`src/rtl/aomc_pkg.sv`:
```
// shared constants and types for the accelerometer operating-mode control
package aomc_pkg;
  localparam int DATA_W = 14;
  localparam int CLK_PERIOD_NS = 20;
  localparam int BOOT_TIME_US = 500;
  localparam int BOOT_CYCLES = (BOOT_TIME_US * 1000) / CLK_PERIOD_NS;
  localparam int BOOT_CNT_W = 15;
  localparam int SAMPLE_DIV = 16;
  localparam logic [4:0] SAMPLE_DIV_LAST = 5'(SAMPLE_DIV - 1);
  localparam logic [1:0] RANGE_2G = 2'h0;
  localparam logic [1:0] RANGE_4G = 2'h1;
  localparam logic [1:0] RANGE_8G = 2'h2;
  localparam int SHIFT_2G = 0;
  localparam int SHIFT_4G = 1;
  localparam int SHIFT_8G = 2;
  localparam logic [DATA_W-1:0] ZERO_COUNT = 14'h0000;
  localparam logic [DATA_W-1:0] SELFTEST_STIM = 14'h0100;

  typedef enum logic [3:0] {
    ST_OFF = 4'h1,
    ST_STANDBY = 4'h2,
    ST_WAKE = 4'h4,
    ST_SLEEP = 4'h8
  } aomc_state_t;

  typedef struct packed {
    logic [DATA_W-1:0] x;
    logic [DATA_W-1:0] y;
    logic [DATA_W-1:0] z;
  } aomc_axes_t;
endpackage

```
`src/rtl/aomc_top.sv`:
```
// operating-mode control of a three-axis accelerometer
// Overview of operation
// - output counts per g: 4096 at 2g, 2048 at 4g, 1024 at 8g
// - axis results are two's complement, zero g reads zero
// - self-test output is real acceleration plus electrostatic stimulus
// - run-enable set means active, clear means standby; bus works in both
// - standby: digital only, analog off, sampling clock stopped
// - active: digital and analog enabled, sampling runs
// - off: everything down, serial bus neither answered nor driven
// - active to standby keeps all register values
// - standby to active resets a designated register subset only
// - sleep and wake are sub-states of active, need run-enable
// - device never holds the serial clock low
// - low-noise bit limits the range to 4g
// - bus ready 500 us plus three clock cycles after supplies are valid
`timescale 1ns/10ps
`default_nettype none
module aomc_top
  import aomc_pkg::*;
(
  input wire logic SYS_CLK_IN,
  input wire logic NRST_IN,
  input wire logic CLK_EN_IN,
  input wire logic SUPPLY_OK_IN,
  input wire logic RUN_ENABLE_IN,
  input wire logic SLEEP_REQ_IN,
  input wire logic LOW_NOISE_IN,
  input wire logic [1:0] RANGE_IN,
  input wire logic SELFTEST_IN,
  input wire aomc_axes_t RAW_IN,
  output aomc_axes_t DATA_OUT,
  output logic DATA_VALID_OUT,
  output logic BUS_READY_OUT,
  output logic ANALOG_EN_OUT,
  output logic SAMPLE_CLK_EN_OUT,
  output logic VOLATILE_CLR_OUT,
  output logic SCL_OE_OUT,
  output logic [3:0] STATE_OUT
);
  // supply, run and sleep inputs cross two flops before use
  logic [1:0] sup_s_q, run_s_q, slp_s_q;
  logic sup, run, slp;
  aomc_state_t state_q;
  logic [BOOT_CNT_W-1:0] boot_cnt_q;
  logic [4:0] div_q;
  logic [1:0] eff_range;
  aomc_axes_t fmt;
  logic [DATA_W-1:0] fmt_x, fmt_y, fmt_z;
  logic active;

  always_ff @(posedge SYS_CLK_IN or negedge NRST_IN) begin
    if (!NRST_IN) begin
      sup_s_q <= 2'h0;
      run_s_q <= 2'h0;
      slp_s_q <= 2'h0;
    end else if (CLK_EN_IN) begin
      sup_s_q <= {sup_s_q[0], SUPPLY_OK_IN};
      run_s_q <= {run_s_q[0], RUN_ENABLE_IN};
      slp_s_q <= {slp_s_q[0], SLEEP_REQ_IN};
    end
  end
  assign sup = sup_s_q[1];
  assign run = run_s_q[1];
  assign slp = slp_s_q[1];
  assign active = (state_q == ST_WAKE) || (state_q == ST_SLEEP);

  // boot timer; leaves off BOOT_CYCLES cycles after synced supply, at the bus-ready bound
  always_ff @(posedge SYS_CLK_IN or negedge NRST_IN) begin
    if (!NRST_IN) begin
      boot_cnt_q <= '0;
    end else if (CLK_EN_IN) begin
      if (!sup) begin
        boot_cnt_q <= '0;
      end else if (state_q == ST_OFF && boot_cnt_q != BOOT_CNT_W'(BOOT_CYCLES - 1)) begin
        boot_cnt_q <= boot_cnt_q + 1'b1;
      end
    end
  end

  always_ff @(posedge SYS_CLK_IN or negedge NRST_IN) begin
    if (!NRST_IN) begin
      state_q <= ST_OFF;
    end else if (CLK_EN_IN) begin
      if (!sup) begin
        state_q <= ST_OFF;
      end else begin
        case (state_q)
          ST_OFF: begin
            if (boot_cnt_q == BOOT_CNT_W'(BOOT_CYCLES - 1)) state_q <= ST_STANDBY;
          end
          ST_STANDBY: begin
            if (run) state_q <= slp ? ST_SLEEP : ST_WAKE;
          end
          ST_WAKE: begin
            if (!run) state_q <= ST_STANDBY;
            else if (slp) state_q <= ST_SLEEP;
          end
          ST_SLEEP: begin
            if (!run) state_q <= ST_STANDBY;
            else if (!slp) state_q <= ST_WAKE;
          end
          default: state_q <= ST_OFF;
        endcase
      end
    end
  end

  // status outputs from flops
  always_ff @(posedge SYS_CLK_IN or negedge NRST_IN) begin
    if (!NRST_IN) begin
      BUS_READY_OUT <= 1'b0;
      ANALOG_EN_OUT <= 1'b0;
      VOLATILE_CLR_OUT <= 1'b0;
      STATE_OUT <= ST_OFF;
    end else if (CLK_EN_IN) begin
      BUS_READY_OUT <= sup && (state_q != ST_OFF);
      ANALOG_EN_OUT <= sup && active;
      // one pulse on entry from standby only; leaving active clears nothing
      VOLATILE_CLR_OUT <= sup && (state_q == ST_STANDBY) && run;
      STATE_OUT <= state_q;
    end
  end

  // scl is never pulled, so no stretching ever happens
  always_ff @(posedge SYS_CLK_IN or negedge NRST_IN) begin
    if (!NRST_IN) SCL_OE_OUT <= 1'b0;
    else if (CLK_EN_IN) SCL_OE_OUT <= 1'b0;
  end

  // sampling clock divider, halted outside active
  always_ff @(posedge SYS_CLK_IN or negedge NRST_IN) begin
    if (!NRST_IN) begin
      div_q <= '0;
      SAMPLE_CLK_EN_OUT <= 1'b0;
    end else if (CLK_EN_IN) begin
      if (!active) begin
        div_q <= '0;
        SAMPLE_CLK_EN_OUT <= 1'b0;
      end else begin
        div_q <= (div_q == SAMPLE_DIV_LAST) ? 5'h00 : div_q + 5'h01;
        SAMPLE_CLK_EN_OUT <= (div_q == SAMPLE_DIV_LAST);
      end
    end
  end

  // low-noise caps the range at 4g
  assign eff_range = (LOW_NOISE_IN && RANGE_IN == RANGE_8G) ? RANGE_4G : RANGE_IN;

  aomc_axis_fmt u_fx (.raw_in(RAW_IN.x), .range_in(eff_range), .selftest_in(SELFTEST_IN),
    .val_out(fmt_x));
  aomc_axis_fmt u_fy (.raw_in(RAW_IN.y), .range_in(eff_range), .selftest_in(SELFTEST_IN),
    .val_out(fmt_y));
  aomc_axis_fmt u_fz (.raw_in(RAW_IN.z), .range_in(eff_range), .selftest_in(SELFTEST_IN),
    .val_out(fmt_z));
  // one driver for the whole struct
  assign fmt = '{x: fmt_x, y: fmt_y, z: fmt_z};

  // data holds across standby; reset only on entry to active
  always_ff @(posedge SYS_CLK_IN or negedge NRST_IN) begin
    if (!NRST_IN) begin
      DATA_OUT <= '0;
      DATA_VALID_OUT <= 1'b0;
    end else if (CLK_EN_IN) begin
      if (VOLATILE_CLR_OUT) begin
        DATA_OUT <= '0;
        DATA_VALID_OUT <= 1'b0;
      end else if (SAMPLE_CLK_EN_OUT && active) begin
        DATA_OUT <= fmt;
        DATA_VALID_OUT <= 1'b1;
      end
    end
  end

  property p_off_silent;
    @(posedge SYS_CLK_IN) disable iff (!NRST_IN)
      CLK_EN_IN && state_q == ST_OFF |=> !BUS_READY_OUT;
  endproperty
  a_off_silent: assert property (p_off_silent) else $error("bus live while off");

  property p_no_stretch;
    @(posedge SYS_CLK_IN) disable iff (!NRST_IN) !SCL_OE_OUT;
  endproperty
  a_no_stretch: assert property (p_no_stretch) else $error("scl driven");

  property p_standby_no_sample;
    @(posedge SYS_CLK_IN) disable iff (!NRST_IN)
      CLK_EN_IN && state_q == ST_STANDBY |=> !SAMPLE_CLK_EN_OUT && !ANALOG_EN_OUT;
  endproperty
  a_standby_no_sample: assert property (p_standby_no_sample) else $error("standby sampling");

  property p_active_analog;
    @(posedge SYS_CLK_IN) disable iff (!NRST_IN)
      CLK_EN_IN && active && sup |=> ANALOG_EN_OUT;
  endproperty
  a_active_analog: assert property (p_active_analog) else $error("analog off in active");

  property p_sleep_needs_run;
    @(posedge SYS_CLK_IN) disable iff (!NRST_IN)
      $rose(state_q == ST_SLEEP) |-> $past(run);
  endproperty
  a_sleep_needs_run: assert property (p_sleep_needs_run) else $error("sleep without run");

  property p_standby_keeps;
    @(posedge SYS_CLK_IN) disable iff (!NRST_IN)
      state_q == ST_STANDBY && $past(state_q == ST_STANDBY) |-> $stable(DATA_OUT);
  endproperty
  a_standby_keeps: assert property (p_standby_keeps) else $error("data changed in standby");

  property p_entry_clear;
    @(posedge SYS_CLK_IN) disable iff (!NRST_IN)
      CLK_EN_IN && VOLATILE_CLR_OUT |=> DATA_OUT == '0 && !DATA_VALID_OUT;
  endproperty
  a_entry_clear: assert property (p_entry_clear) else $error("subset not reset");

  property p_boot_standby;
    @(posedge SYS_CLK_IN) disable iff (!NRST_IN)
      $past(state_q) == ST_OFF && state_q != ST_OFF |-> state_q == ST_STANDBY;
  endproperty
  a_boot_standby: assert property (p_boot_standby) else $error("boot not to standby");

  property p_run_active;
    @(posedge SYS_CLK_IN) disable iff (!NRST_IN)
      CLK_EN_IN && sup && state_q == ST_STANDBY && run |=> active;
  endproperty
  a_run_active: assert property (p_run_active) else $error("run ignored");

  c_boot: cover property (@(posedge SYS_CLK_IN) $rose(BUS_READY_OUT));
  c_wake: cover property (@(posedge SYS_CLK_IN) $rose(state_q == ST_WAKE));
  c_sleep: cover property (@(posedge SYS_CLK_IN) state_q == ST_WAKE ##1 state_q == ST_SLEEP);
  c_sample: cover property (@(posedge SYS_CLK_IN) $rose(DATA_VALID_OUT));
endmodule // aomc_top
`default_nettype wire

```
`src/rtl/aomc_axis_fmt.sv`:
```
// one axis: range scaling plus self-test stimulus sum
`timescale 1ns/10ps
`default_nettype none
module aomc_axis_fmt
  import aomc_pkg::*;
(
  input wire logic signed [DATA_W-1:0] raw_in,
  input wire logic [1:0] range_in,
  input wire logic selftest_in,
  output logic [DATA_W-1:0] val_out
);
  logic signed [DATA_W-1:0] scaled;
  logic signed [DATA_W-1:0] stim;
  always_comb begin
    // raw is full-precision 2g counts; wider ranges drop resolution
    // stimulus takes the same shift, so range code 3 stays a plain 2g alias
    case (range_in)
      RANGE_4G: begin
        scaled = raw_in >>> SHIFT_4G;
        stim = $signed(SELFTEST_STIM >> SHIFT_4G);
      end
      RANGE_8G: begin
        scaled = raw_in >>> SHIFT_8G;
        stim = $signed(SELFTEST_STIM >> SHIFT_8G);
      end
      default: begin
        scaled = raw_in >>> SHIFT_2G;
        stim = $signed(SELFTEST_STIM >> SHIFT_2G);
      end
    endcase
    if (!selftest_in) stim = $signed(ZERO_COUNT);
    val_out = DATA_W'(scaled + stim);
  end
endmodule // aomc_axis_fmt
`default_nettype wire

```
`config.mk`:
```
export PLATFORM = sky130hd
export DESIGN_NAME = aomc_top
export DESIGN_NICKNAME = d
export VERILOG_FILES = /design/src/rtl/aomc_pkg.sv /design/src/rtl/aomc_top.sv /design/src/rtl/aomc_axis_fmt.sv
export SDC_FILE = /design/constraint.sdc
export NUM_CORES = 1
export LEC_CHECK = 0
export BUFFER_PORTS_ARGS = -buffer_cell sky130_fd_sc_hd__buf_2
export CORE_MARGIN = 3
export CORE_UTILIZATION = 59
export CTS_BUF_LIST = sky130_fd_sc_hd__clkbuf_8 sky130_fd_sc_hd__clkbuf_16
export CTS_CLUSTER_SIZE = 24
export DETAILED_ROUTE_END_ITERATION = 8
export PLACE_DENSITY = 0.89
export RECOVER_POWER = 50
export SLEW_MARGIN = 20
export SYNTH_ARGS = -nofsm -noshare
export SYNTH_HDL_FRONTEND = slang
export SYNTH_SLANG_ARGS = --single-unit
```
`constraint.sdc`:
```
create_clock -name SYS_CLK_IN -period 3 [get_ports SYS_CLK_IN]
set_input_delay 0.45 -clock SYS_CLK_IN [delete_from_list [all_inputs] [get_ports SYS_CLK_IN]]
set_output_delay 0.45 -clock SYS_CLK_IN [all_outputs]
set_load 0.005 [all_outputs]
```
==> run_results.csv <==
group,metric,value,unit
sta,fin_crit_sh,0.884,
setup_path,critPathLaunchType,"input pin",
setup_path,crit_cells,14,
setup_path,cpMostUsedCell,"o21ai_0",
synth,synth_cells,514,
sta,tightestPinTransition,1.36,ns
place,port_buffers,102,
grt,grt_pass1_wl,19900,um
worst_hold_path,hold_class,"in2reg",
floorplanning,core,7850,um^2
synth,ys_warn_count,0,
setup_path,crit_path_cell_trace,"buf_2, o21ai_0, inv_1, ha_1, buf_12, a22oi_1, o21ai_0, ha_1, fa_1, inv_1, a211oi_1, o21ai_0, xnor2_1, a22o_1",
sta,hold_violations,0,
layout,area_growth,18.8,%
synth,synth_commonest_cells,"dfrtp_1 (79), nand2_1 (62), o21ai_0 (52), a22o_1 (41), a22oi_1 (30)",
floorplanning,start_util,0.617,
place,place_area,5490,um^2
sta,rsz0062_at_grt,"no",
setup_path,crit_path_end_kind,"register",
drt,num_vias,4553,
synth,yosysTopAreaCellShare,0.409,
drt,wl_per_cell,17.0,um
run,drv_cap,0,
clock_tree,cts-root-buf,"clkbuf_8",
drt,routed_wirelength,12200,um
grt,grt.total_usage,0.269,
clock_tree,tritoncts,"yes",
outcome,status,"completed",
floorplanning,dieArea,9320,um^2
synth,synth_area,4840,um^2
drt,avgViaCountPerCell,6.36,
grt,grt_max_degree,82,
synth,synth_edf_count,0,
drt,drtPass1Iterations,5,
pwr,irDropWorstVdd,0.000284,V
clock_tree,hold_buffers,0,
layout,n_antenna_cell,0,
synth,synth.avg_cell_area,9.41,um^2
layout,fin_area,5750,um^2
drt,drt-initial-drc-count,357,
setup_path,cpMaxStageDelayCell,"fa_1",
sta,max_freq,377,MHz
floorplanning,num_rows,32,
grt,antenna_found_initial,0,
pwr,power.leakage,2.72,nW
floorplanning,ios,104,
clock_tree,clkTransAtPathRegs,0.09,ns
setup_path,crit_buf_inv,4,
layout,fin_util,0.732,
worst_hold_path,min_path_cells,2,
sta,holdWs,0.337,ns
sta,fin_crit,2.65,ns
place,gp_congestion,0.913,
synth,yosysTopAreaCell,"dfrtp_1",
place,hpwl,8690,um
synth,synth_async_sr_flop_share,1.00,
sta,setup_viol,0,
synth,synth_cell_type_count,56,
setup_path,worstPathArrival,2.90,ns
layout,drive_gt1_frac,0.248,
setup_path,critical_path.max_fanout,28,
clock_tree,clock_path_buffers,2,
clock_tree,insertion_delay,0.36,ns
clock_tree,cts.sinks,81,
synth,synth_most_common_cell,"dfrtp_1",
floorplanning,die_x,96.6,um
grt,gr-total-overflow,0,
synth,syn_nets,582,
layout,fin_nets,677,
clock_tree,cts_made_buffers,9,
clock_tree,cts_resized,0,
synth,synthTopCellsByArea,"dfrtp_1 (41%), a22o_1 (7.4%), o21ai_0 (5.4%)",
setup_path,rr_worst_depth,5,
floorplanning,die_height,96.6,um
sta,setup_tns,0,ns
clock_tree,post-cts-setup-buffers,0,
setup_path,critical-path-max-stage-delay,0.42,ns
drt,drc,0,
synth,synth_seq_area_share,0.419,
synth,synth_seq_cells,81,
pwr,pwr_density_cell,513,nW/um^2
drt,ant_nets,0,
setup_path,worst-setup-path-type,"in2reg",
setup_path,cp.required,3.25,ns
sta,drv_slew,0,
sta,skew,0.0139,ns
sta,slew_headroom,0.0927,
grt,grt_pass1_vias,4237,
synth,synth_flop_cell,"dfrtp_1",
clock_tree,cts-htree-levels,3,
setup_path,crit_family,"compound AO/OA/AOI/OAI gates",
[metal layers]
layer  vias to the layer above  GRT usage  part of all wire
met5                         -          0                 0
li1                       2096          -                 -
met3                        38     0.0465             0.077
met1                      2206      0.355              0.41
met4                         0      0.107             0.026
met2                       213      0.440              0.49
[logic make-up (layout without fill, tap and decap cells)]
kind of cell               count (synthesis)  in the layout  synth area share
buffers and inverters                     52            152            0.0442
DFF                                       81             81             0.419
other                                      1              1          0.000775
muxes                                      9              9            0.0209
AOI/OAI and AO/OA                        179            179             0.263
and+or+nand+nor                          151            151             0.160
xor gates and xnor gates                  25             25            0.0453
adders and majority gates                 16             16            0.0460
[worst reg2reg max path, stage by stage (launching register included)]
cell and delay, ns:
dfrtp_1 0.59, or3b_2 0.49, a2111oi_0 0.70, a211oi_1 0.19, o21ai_1 0.28, a32o_1 0.17
[worst paths after layout]
kind | end | startpoint | slack [ns]
min reg2reg | DATA_VALID_OUT | DATA_VALID_OUT | 0.49
max in group asynchronous | DATA_OUT[0] | NRST_IN | 0.64
max reg2reg | state_q[1] | state_q[2] | 0.52
min in group asynchronous | ANALOG_EN_OUT | NRST_IN | 0.86
max | DATA_OUT[24] | RANGE_IN[0] | 0.35
min | slp_s_q[0] | SLEEP_REQ_IN | 0.34
[state kept, by name (all words and copies together), names as in the netlist]
| signal | cells |
|---|---|
| state_q | 4 |
| STATE_OUT | 4 |
| slp_s_q | 2 |
| VOLATILE_CLR_OUT | 1 |
| DATA_OUT | 42 |
| run_s_q | 2 |
| DATA_VALID_OUT | 1 |
| ANALOG_EN_OUT | 1 |
| div_q | 5 |
| sup_s_q | 2 |
| SAMPLE_CLK_EN_OUT | 1 |
| boot_cnt_q | 15 |
| BUS_READY_OUT | 1 |
[final cells by class]
cell class	count	area, um^2
well taps	102	128
clock buffers	10	138
fillers	590	2100
multi-input cells	381	2620
repair buffers	120	661
clock inverters	6	115
inverters	16	60.1
flip-flops and latches	81	2030
[layout by cell type, fill, tap and decap left out, types with 3 or more instances in the layout]
master / n
mux2_2: 9
or2_2: 3
xnor2_1: 14
a221oi_1: 6
a32o_1: 4
inv_1: 16
fa_1: 3
o211ai_1: 3
clkbuf_8: 10
a21o_1: 6
nand2b_1: 3
o21ai_0: 52
nor2b_1: 5
and2_1: 8
nor2_1: 17
dfrtp_1: 79
nor3_1: 3
bufinv_16: 3
clkbuf_1: 8
nor4_1: 6
a22oi_1: 30
buf_4: 13
xor2_1: 11
nand3_1: 11
a21oi_1: 11
ha_1: 12
and3_1: 3
or3_1: 6
o2111ai_1: 3
nand4_1: 7
buf_2: 95
a211oi_1: 5
nand2_1: 62
nor4b_1: 3
a22o_1: 41
[power breakdown]
group | switching (mW) | internal (mW)
Clock | 0.415 | 0.578
Combinational | 0.371 | 0.308
Sequential | 0.0949 | 1.18
[metrics by stage]
step	cells	worst slack (ns)	total power [mW]
global placement	698	0.102	1.93
finish	716	0.347	2.95
CTS	714	0.378	2.95
detailed placement	698	-0.0320	1.97
global route	716	0.0918	3.11
floorplan	514	0.00398	1.71
(Power assumes the default switching activity.)
